<file path="src/include/lpm_pkg.sv">
// Constants for the low power mode controller.
// Assumes a 10 MHz CPU clock and a 32-bit AXI4-Lite register bus.
package lpm_pkg;

	// ------------------------------------------------------------------
	// Register map
	// ------------------------------------------------------------------
	localparam logic [7:0] CTRL_OFFSET   = 8'h00;
	localparam logic [7:0] STATUS_OFFSET = 8'h04;

	// clock_ctrl_status_reg style control bits
	localparam int CTRL_TB_IRQ_EN_BIT  = 0;  // timebase_irq_enable
	localparam int CTRL_SLOW_BIT       = 1;  // reduced-frequency slow mode
	localparam int CTRL_WDG_HALT_BIT   = 2;  // watchdog_halt_option
	localparam int CTRL_WDG_EN_BIT     = 3;  // watchdog running
	localparam logic [3:0] CTRL_RESET  = 4'h0;

	localparam int STATUS_STATE_LSB    = 0;  // six state bits
	localparam int STATUS_CAUSE_BIT    = 6;  // 1 = last halt wake was by reset
	localparam int STATUS_COUNT_LSB    = 8;  // remaining delay count

	// ------------------------------------------------------------------
	// Timing
	// ------------------------------------------------------------------
	localparam int STAB_CYCLES = 4096;       // oscillator start-up, CPU cycles

	// ------------------------------------------------------------------
	// Bus answers
	// ------------------------------------------------------------------
	localparam logic [1:0] RESP_OKAY   = 2'h0;
	localparam logic [1:0] RESP_SLVERR = 2'h2;

	// ------------------------------------------------------------------
	// Power states
	// ------------------------------------------------------------------
	typedef enum logic [5:0] {
		ST_RUN       = 6'h01,
		ST_WAIT      = 6'h02,
		ST_SLOW_WAIT = 6'h04,
		ST_ACT_HALT  = 6'h08,
		ST_HALT      = 6'h10,
		ST_STARTUP   = 6'h20
	} lpm_state_t;

endpackage : lpm_pkg

</file>
<file path="src/verilog/lpm_controller.sv">
// Low power mode controller: wait, active halt and full halt sequencing,
// clock gating, start-up delay and watchdog interplay.
// Assumes the CPU core pulses instruction strobes and services the
// returned wake commands; all inputs are synchronous to clk.
//
// Overview of operation
// - Wait instruction stops the CPU clock; peripherals keep their clock.
// - Entering wait clears the interrupt mask; nothing else is changed.
// - Wait lasts until any interrupt or reset, then vectors there.
// - Servicing a wake interrupt pushes condition codes and sets mask.
// - Halt goes to full halt if timebase enable is 0, else active.
// - Active halt exits only on timebase, wake-capable irq, or reset.
// - Active halt exit waits 4096 cycles before service or reset vector.
// - Entering active halt clears the mask; pending irq wakes at once.
// - Active halt keeps only oscillator and timebase counter clocked.
// - With timebase enable set, active halt never raises watchdog reset.
// - Full halt exit restarts oscillator, then waits 4096 cycles.
// - Entering full halt forces the mask to 0; pending wakes at once.
// - Full halt stops oscillator, CPU and all on-chip peripherals.
// - Halt with watchdog on may reset, per halt option bit.
// - Timebase and clock-security wake active halt only; external both.
// - Wait entered in slow mode becomes slow-wait keeping slow clock.
`timescale 1ns/1ps

module lpm_controller #(
	parameter int STAB_CYCLES = lpm_pkg::STAB_CYCLES
) (
	input  wire logic        clk,
	input  wire logic        srst,
	// AXI4-Lite slave
	input  wire logic [7:0]  s_axi_awaddr,
	input  wire logic        s_axi_awvalid,
	output logic             s_axi_awready,
	input  wire logic [31:0] s_axi_wdata,
	input  wire logic [3:0]  s_axi_wstrb,
	input  wire logic        s_axi_wvalid,
	output logic             s_axi_wready,
	output logic [1:0]       s_axi_bresp,
	output logic             s_axi_bvalid,
	input  wire logic        s_axi_bready,
	input  wire logic [7:0]  s_axi_araddr,
	input  wire logic        s_axi_arvalid,
	output logic             s_axi_arready,
	output logic [31:0]      s_axi_rdata,
	output logic [1:0]       s_axi_rresp,
	output logic             s_axi_rvalid,
	input  wire logic        s_axi_rready,
	// CPU core side
	input  wire logic        waitForInterruptInstr,
	input  wire logic        haltInstr,
	input  wire logic        extIrq,
	input  wire logic        timebaseIrq,
	input  wire logic        clockSecIrq,
	input  wire logic        periphIrq,
	input  wire logic        resetReq,
	output logic             cpuClkEn,
	output logic             periphClkEn,
	output logic             oscEnable,
	output logic             timebaseClkEn,
	output logic             slowClkSel,
	output logic             intMaskClear,
	output logic             serviceIrq,
	output logic             fetchResetVector,
	output logic             watchdogReset,
	output logic             watchdogSuspend
);

	localparam int CW = $clog2(STAB_CYCLES + 1);
	localparam logic [CW-1:0] STAB_LOAD = CW'(STAB_CYCLES - 1);

	// ------------------------------------------------------------------
	// Register bus
	// ------------------------------------------------------------------
	logic        awFull_q, awFull_d, wFull_q, wFull_d;
	logic [7:0]  awAddr_q, awAddr_d;
	logic [31:0] wData_q, wData_d;
	logic [3:0]  wStrb_q, wStrb_d;
	logic        awReady_q, awReady_d, wReady_q, wReady_d;
	logic        bValid_q, bValid_d, arReady_q, arReady_d;
	logic        rValid_q, rValid_d;
	logic [1:0]  bResp_q, bResp_d, rResp_q, rResp_d;
	logic [31:0] rData_q, rData_d;
	logic [3:0]  ctrl_q, ctrl_d;

	lpm_pkg::lpm_state_t state_q, state_d;
	logic [CW-1:0] count_q, count_d;
	logic          causeRst_q, causeRst_d;

	function automatic logic [31:0] status_word(
		input lpm_pkg::lpm_state_t st,
		input logic                cause,
		input logic [CW-1:0]       cnt
	);
		logic [31:0] w;
		w = 32'h0;
		w[lpm_pkg::STATUS_STATE_LSB +: 6] = st;
		w[lpm_pkg::STATUS_CAUSE_BIT] = cause;
		w[lpm_pkg::STATUS_COUNT_LSB +: CW] = cnt;
		return w;
	endfunction : status_word

	always_comb begin
		logic awHit;
		logic wHit;
		awHit     = s_axi_awvalid & awReady_q;
		wHit      = s_axi_wvalid & wReady_q;
		awFull_d  = awFull_q | awHit;
		wFull_d   = wFull_q | wHit;
		awAddr_d  = awHit ? s_axi_awaddr : awAddr_q;
		wData_d   = wHit ? s_axi_wdata : wData_q;
		wStrb_d   = wHit ? s_axi_wstrb : wStrb_q;
		bValid_d  = bValid_q & ~s_axi_bready;
		bResp_d   = bResp_q;
		ctrl_d    = ctrl_q;
		// One write at a time: the next waits until the answer is taken
		if (awFull_d && wFull_d && !bValid_d) begin
			bValid_d = 1'b1;
			awFull_d = 1'b0;
			wFull_d  = 1'b0;
			if (awAddr_d == lpm_pkg::CTRL_OFFSET) begin
				bResp_d = lpm_pkg::RESP_OKAY;
				if (wStrb_d[0]) begin
					ctrl_d = wData_d[3:0];
				end
			end else if (awAddr_d == lpm_pkg::STATUS_OFFSET) begin
				bResp_d = lpm_pkg::RESP_OKAY;
			end else begin
				bResp_d = lpm_pkg::RESP_SLVERR;
			end
		end
		awReady_d = ~awFull_d;
		wReady_d  = ~wFull_d;

		rValid_d = rValid_q & ~s_axi_rready;
		rData_d  = rData_q;
		rResp_d  = rResp_q;
		if (s_axi_arvalid && arReady_q) begin
			rValid_d = 1'b1;
			rResp_d  = lpm_pkg::RESP_OKAY;
			if (s_axi_araddr == lpm_pkg::CTRL_OFFSET) begin
				rData_d = {28'h0, ctrl_q};
			end else if (s_axi_araddr == lpm_pkg::STATUS_OFFSET) begin
				rData_d = status_word(state_q, causeRst_q, count_q);
			end else begin
				rData_d = 32'h0;
				rResp_d = lpm_pkg::RESP_SLVERR;
			end
		end
		arReady_d = ~rValid_d;
	end

	always_ff @(posedge clk) begin
		if (srst) begin
			awFull_q  <= 1'b0;
			wFull_q   <= 1'b0;
			awAddr_q  <= 8'h00;
			wData_q   <= 32'h0;
			wStrb_q   <= 4'h0;
			awReady_q <= 1'b0;
			wReady_q  <= 1'b0;
			bValid_q  <= 1'b0;
			bResp_q   <= lpm_pkg::RESP_OKAY;
			arReady_q <= 1'b0;
			rValid_q  <= 1'b0;
			rResp_q   <= lpm_pkg::RESP_OKAY;
			rData_q   <= 32'h0;
			ctrl_q    <= lpm_pkg::CTRL_RESET;
		end else begin
			awFull_q  <= awFull_d;
			wFull_q   <= wFull_d;
			awAddr_q  <= awAddr_d;
			wData_q   <= wData_d;
			wStrb_q   <= wStrb_d;
			awReady_q <= awReady_d;
			wReady_q  <= wReady_d;
			bValid_q  <= bValid_d;
			bResp_q   <= bResp_d;
			arReady_q <= arReady_d;
			rValid_q  <= rValid_d;
			rResp_q   <= rResp_d;
			rData_q   <= rData_d;
			ctrl_q    <= ctrl_d;
		end
	end

	assign s_axi_awready = awReady_q;
	assign s_axi_wready  = wReady_q;
	assign s_axi_bvalid  = bValid_q;
	assign s_axi_bresp   = bResp_q;
	assign s_axi_arready = arReady_q;
	assign s_axi_rvalid  = rValid_q;
	assign s_axi_rresp   = rResp_q;
	assign s_axi_rdata   = rData_q;

	// ------------------------------------------------------------------
	// Power state machine
	// ------------------------------------------------------------------
	logic cpuEn_q, cpuEn_d, perEn_q, perEn_d, osc_q, osc_d;
	logic tbEn_q, tbEn_d, slow_q, slow_d, mClr_q, mClr_d;
	logic svc_q, svc_d, rstVec_q, rstVec_d, wdRst_q, wdRst_d;
	logic wdSusp_q, wdSusp_d;

	always_comb begin
		logic tbIe;
		logic slowOn;
		logic wdOk;
		logic wdOn;
		tbIe   = ctrl_q[lpm_pkg::CTRL_TB_IRQ_EN_BIT];
		slowOn = ctrl_q[lpm_pkg::CTRL_SLOW_BIT];
		wdOk   = ctrl_q[lpm_pkg::CTRL_WDG_HALT_BIT];
		wdOn   = ctrl_q[lpm_pkg::CTRL_WDG_EN_BIT];
		state_d    = state_q;
		count_d    = count_q;
		causeRst_d = causeRst_q;
		mClr_d     = 1'b0;
		svc_d      = 1'b0;
		rstVec_d   = 1'b0;
		wdRst_d    = 1'b0;
		unique case (state_q)
			lpm_pkg::ST_RUN: begin
				if (waitForInterruptInstr) begin
					mClr_d  = 1'b1;
					state_d = slowOn ? lpm_pkg::ST_SLOW_WAIT
					                 : lpm_pkg::ST_WAIT;
				end else if (haltInstr) begin
					if (tbIe) begin
						mClr_d  = 1'b1;
						state_d = lpm_pkg::ST_ACT_HALT;
					end else if (wdOn && !wdOk) begin
						// Halt refused: watchdog option forbids it
						wdRst_d = 1'b1;
					end else begin
						mClr_d  = 1'b1;
						state_d = lpm_pkg::ST_HALT;
					end
				end
			end
			lpm_pkg::ST_WAIT, lpm_pkg::ST_SLOW_WAIT: begin
				// No start-up delay: oscillator never stopped
				if (resetReq) begin
					rstVec_d = 1'b1;
					state_d  = lpm_pkg::ST_RUN;
				end else if (extIrq | timebaseIrq | clockSecIrq
				             | periphIrq) begin
					svc_d   = 1'b1;
					state_d = lpm_pkg::ST_RUN;
				end
			end
			lpm_pkg::ST_ACT_HALT: begin
				if (resetReq | extIrq | timebaseIrq | clockSecIrq) begin
					causeRst_d = resetReq;
					count_d    = STAB_LOAD;
					state_d    = lpm_pkg::ST_STARTUP;
				end
			end
			lpm_pkg::ST_HALT: begin
				if (resetReq | extIrq) begin
					causeRst_d = resetReq;
					count_d    = STAB_LOAD;
					state_d    = lpm_pkg::ST_STARTUP;
				end
			end
			lpm_pkg::ST_STARTUP: begin
				if (count_q == '0) begin
					rstVec_d = causeRst_q;
					svc_d    = ~causeRst_q;
					state_d  = lpm_pkg::ST_RUN;
				end else begin
					count_d = count_q - CW'(1);
				end
			end
			default: begin
				state_d = lpm_pkg::ST_RUN;
			end
		endcase
		cpuEn_d  = (state_d == lpm_pkg::ST_RUN);
		perEn_d  = (state_d == lpm_pkg::ST_RUN)
		         | (state_d == lpm_pkg::ST_WAIT)
		         | (state_d == lpm_pkg::ST_SLOW_WAIT);
		osc_d    = (state_d != lpm_pkg::ST_HALT);
		tbEn_d   = osc_d;
		slow_d   = slowOn & perEn_d;
		// Watchdog frozen in active halt and full halt so it cannot fire
		wdSusp_d = (state_d == lpm_pkg::ST_ACT_HALT)
		         | (state_d == lpm_pkg::ST_HALT);
	end

	always_ff @(posedge clk) begin
		if (srst) begin
			state_q    <= lpm_pkg::ST_RUN;
			count_q    <= '0;
			causeRst_q <= 1'b0;
			cpuEn_q    <= 1'b1;
			perEn_q    <= 1'b1;
			osc_q      <= 1'b1;
			tbEn_q     <= 1'b1;
			slow_q     <= 1'b0;
			mClr_q     <= 1'b0;
			svc_q      <= 1'b0;
			rstVec_q   <= 1'b0;
			wdRst_q    <= 1'b0;
			wdSusp_q   <= 1'b0;
		end else begin
			state_q    <= state_d;
			count_q    <= count_d;
			causeRst_q <= causeRst_d;
			cpuEn_q    <= cpuEn_d;
			perEn_q    <= perEn_d;
			osc_q      <= osc_d;
			tbEn_q     <= tbEn_d;
			slow_q     <= slow_d;
			mClr_q     <= mClr_d;
			svc_q      <= svc_d;
			rstVec_q   <= rstVec_d;
			wdRst_q    <= wdRst_d;
			wdSusp_q   <= wdSusp_d;
		end
	end

	assign cpuClkEn         = cpuEn_q;
	assign periphClkEn      = perEn_q;
	assign oscEnable        = osc_q;
	assign timebaseClkEn    = tbEn_q;
	assign slowClkSel       = slow_q;
	assign intMaskClear     = mClr_q;
	assign serviceIrq       = svc_q;
	assign fetchResetVector = rstVec_q;
	assign watchdogReset    = wdRst_q;
	assign watchdogSuspend  = wdSusp_q;

endmodule : lpm_controller

</file>
<file path="config.mk">
export PLATFORM = sky130hd
export DESIGN_NAME = lpm_controller
export DESIGN_NICKNAME = d
export VERILOG_FILES = /design/src/include/lpm_pkg.sv /design/src/verilog/lpm_controller.sv
export SDC_FILE = /design/constraint.sdc
export NUM_CORES = 1
export LEC_CHECK = 0
export BUFFER_PORTS_ARGS = -buffer_cell sky130_fd_sc_hd__buf_2
export CORE_MARGIN = 2
export CORE_UTILIZATION = 30
export CTS_BUF_LIST = sky130_fd_sc_hd__clkbuf_4
export DETAILED_ROUTE_END_ITERATION = 12
export PLACE_DENSITY = 0.55
export SLEW_MARGIN = 20
export SYNTH_ARGS = -nofsm -noshare
export SYNTH_HDL_FRONTEND = slang
export SYNTH_SLANG_ARGS = --single-unit
</file>
<file path="constraint.sdc">
create_clock -name clk -period 3.05 [get_ports clk]
set_input_delay 0 -clock clk [delete_from_list [all_inputs] [get_ports clk]]
set_output_delay 0 -clock clk [all_outputs]
set_load 0.03 [all_outputs]
</file>
==> impl_results.md <==
- Core area: ~0.011 sq mm
- Diodes inserted: 0
- Switching Share: between 30% and 40%
- Total routed wirelength: between 8000 and 9000 um
- Root Buffer: clkbuf_4
- Clk slew on worst S/H paths: 120 ps
- Vias per inst: approximately 5
- DP Cell Count: between 500 and 600
- Largest net degree at the start of global routing: 39
- Critical Path Source Type: flop
- RSZ-0062 raised after global routing: no
- H-tree levels: 3
- Critical path class: flop to flop
- CTS tree: done
- Leakage: between 1.5 and 2 nW
- Final max-slew violation count: 0
- Yosys warnings: 0
- Total of max-cap violations: 0
- Vias in the first global route: a little under 3,000
- # DRC: 0
- Post-synthesis adder-cell area fraction: 0.376%
- Clock Skews: a little over 10 ps
- PwrDens: 457 mW/mm^2
- Design Power: 1.89 mW
- Die Ht: 109 um
- CTS Buf Count: 9
- Die area: 0.0119 sq mm
- Async SR Flop Fraction: 0%
- Placement row count: 38
- Critical path required time: ~3400 ps
- Gr usage total: between 10% and 20%
- Final worst slack: around 640 ps
- Combinational family with the most area after synthesis: simple AND/OR/NAND/NOR gates
- P_int: roughly 1.3 mW
- Worst setup EP type: flop
- Register area share after synthesis: a little under half
- Max VDD drop: 0.258 mV
- Sw Pwr: between 0.5 and 0.6 mW
- Flop pwr share: between 50% and 60%
- Pre-CTS WS: 751 ps
- Grt total ovfl: 0
- CP max stage cell: or4_1
- TNS Setup: 0 ps
- Cell breakdown of the critical path: or4_1, nor3b_1, o211ai_1, o31ai_1, dlygate4sd3_1
- Fillers: ~1,100
- CTS max path bufs: 2
- Initial antenna violation count: 0
- Crit-path max cell delay: approximately 620 ps
- Total setup buffers inserted after CTS: 0
- Final core utilization: approximately two fifths
- Synth cell types: 62
- First-pass GRT wire length: 13,800 um
- Setup Viol. Count Final: 0
- Worst-margin pin slew: roughly 880 ps
- Top FF cell, synth: dfxtp_1
- Average wire per standard cell: around 14 um
- Final ANT Viol Nets: 0
- CP max FO: 9
- Mux cell area share after synthesis: 3.31%
- Final non-filler cell total: just over 600
- Die Width: 109 um
- Starting density of the core: between 30% and 40%
- Dpl hpwl: 5650 um
- Iteration-0 DRC Markers: 229
- Final period utilization: 78.9%
- Register bit total from synthesis: 75
- Status: completed
- Synth Area in Simple Gates: 24.2%
- Post-synth EDFFs: 0
- Slew headroom: 41.1%
- Count of port buffers added during placement: 71
- Clk Latency, worst-skew pair: between 400 and 500 ps
- Synthesized area per cell: ~9.0 sq um
- Comb pwr share: a little under a fifth
- Total number of vias: between 3,000 and 4,000
- Mapped Area: 0.00333 sq mm
- Clock Sinks: 75
- Cells after Synth: 369
- Final min period: ~2400 ps
- Final Hold Fails: 0
- Hold crit path type: primary input to flop
- I/O Pins: ~120
- Clk network pwr share: 26.1%
- First-pass iteration count of the detailed router: 4
- Post-synthesis compound-gate area fraction: 19.4%
- Final #Nets: 530
- Share of cells above drive strength 1: a little under a quarter
- Max Clk Rate: between 400 and 500 MHz
- Worst EP arrival: between 2000 and 3000 ps
- Post-synthesis xor/xnor area fraction: less than 1%
- GPL Wtd Cong: between 0.7 and 0.8
- Area Overhead vs Synth: 24.6%
-- registers in the layout (all words and copies together) (netlist names), 4 cells and up --
name / cells
awAddr_q: 8
ctrl_q: 4
s_axi_rdata: 20
count_q: 13
wData_q: 4
state_q: 6
-- per-stage QoR --
step | instance area, sq um | hold slack [ps]
3_3_place_gp | 3720 | 259
6_report | 4140 | 31.1
3_5_place_dp | 3720 | 268
2_1_floorplan | 3370 | 136
5_1_grt | 4140 | 50.8
4_1_cts | 4140 | 0.546
-- cell type report --
| cell class | count | area (sq um) | area share (%) |
|---|---|---|---|
| Multi-Input combinational cell | 266 | 1650 | 39.9 |
| Sequential cell | 75 | 1500 | 36.2 |
| Timing Repair Buffer | 105 | 691 | 16.7 |
| Tap cell | 140 | 175 | 4.23 |
| Clock buffer | 9 | 67.6 | 1.63 |
| Clock inverter | 6 | 33.8 | 0.815 |
| Inverter | 6 | 22.5 | 0.544 |
-- kinds of logic after synthesis --
group / Yosys count
xor gates and xnor gates: 3
muxes: 10
other: 1
DFF: 75
adders and majority gates: 1
AOI/OAI and AO/OA: 88
buffers and inverters: 41
and+or+nand+nor: 150
-- worst max-delay path, delay by kind of cell, from the launching register on --
| family | cells | cell delay [ps] |
|---|---|---|
| AND/OR/NAND/NOR | 2 | 1080 |
| buffers and inverters | 1 | 580 |
| AO/OA/AOI/OAI | 2 | 270 |
| flip-flops | 1 | 420 |
-- worst paths after layout --
| path | slack (ps) | depth (start not counted) | startpoint | endpoint |
|---|---|---|---|---|
| hold / removal | 30 | 4 | s_axi_awvalid | awAddr_q[6] |
| hold reg to reg | 460 | 2 | wData_q[2] | wData_q[2] |
| setup / recovery | 640 | 5 | state_q[2] | state_q[1] |
| setup reg to reg | 640 | 5 | state_q[2] | state_q[1] |
-- layout by cell type, fill, tap and decap left out, types with 3 or more instances in the layout --
| master | count |
|---|---|
| nand3_1 | 12 |
| nand4_1 | 3 |
| dfxtp_1 | 75 |
| inv_1 | 6 |
| nand2_1 | 29 |
| nand2b_1 | 5 |
| nor3_1 | 11 |
| nor2_1 | 45 |
| conb_1 | 14 |
| a211oi_1 | 3 |
| a311oi_1 | 7 |
| and2_1 | 3 |
| a21oi_1 | 20 |
| or4_1 | 6 |
| nor4_1 | 7 |
| dlygate4sd3_1 | 32 |
| a32oi_1 | 3 |
| buf_2 | 71 |
| o41ai_1 | 3 |
| a31oi_1 | 8 |
| nor2b_1 | 4 |
| clkbuf_4 | 9 |
| a22oi_1 | 21 |
| clkinv_2 | 3 |
| o31ai_1 | 4 |
| o211ai_1 | 3 |
| a21o_1 | 3 |
| mux2_2 | 8 |
-- cell usage after synthesis (all sizes together) (5+ instances only) --
cell	number	area, sq um
a21oi	20	100
a22oi	21	158
a311oi	7	61.3
a31oi	8	50.1
buf	23	154
clkbuf	12	45.0
dfxtp	75	1500
inv	6	22.5
mux2	8	90.1
nand2	29	109
nand2b	5	31.3
nand3	12	60.1
nor2	45	169
nor3	11	55.1
nor4	8	56.3
or4	7	56.3
-- timing repair --
item                                    CTS  global route
endpoints found under the setup margin    0             0
resized for setup                         0             0
hold buffers                             32             0
hold endpoints to repair                 32             0
-- power groups by stage --
| stage | logic (mW) | clock network, mW | registers [mW] |
|---|---|---|---|
| global placement | 0.312 | 0 | 1.07 |
| floorplan | 0.224 | 0 | 1.09 |
| finish | 0.347 | 0.494 | 1.05 |
| global route | 0.385 | 0.560 | 1.06 |
| CTS | 0.346 | 0.524 | 1.05 |
| detailed placement | 0.315 | 0 | 1.07 |
-- layer usage --
metal | vias up | global-route usage [%] | share of wire (%)
met4 | 0 | 5.79 | 2.3
met2 | 75 | 24.1 | 48
li1 | 1522 | - | -
met5 | - | 0 | 0
met1 | 1423 | 18.4 | 45
met3 | 20 | 3.44 | 4.5
Note: power is estimated with default switching activity, not from simulation.
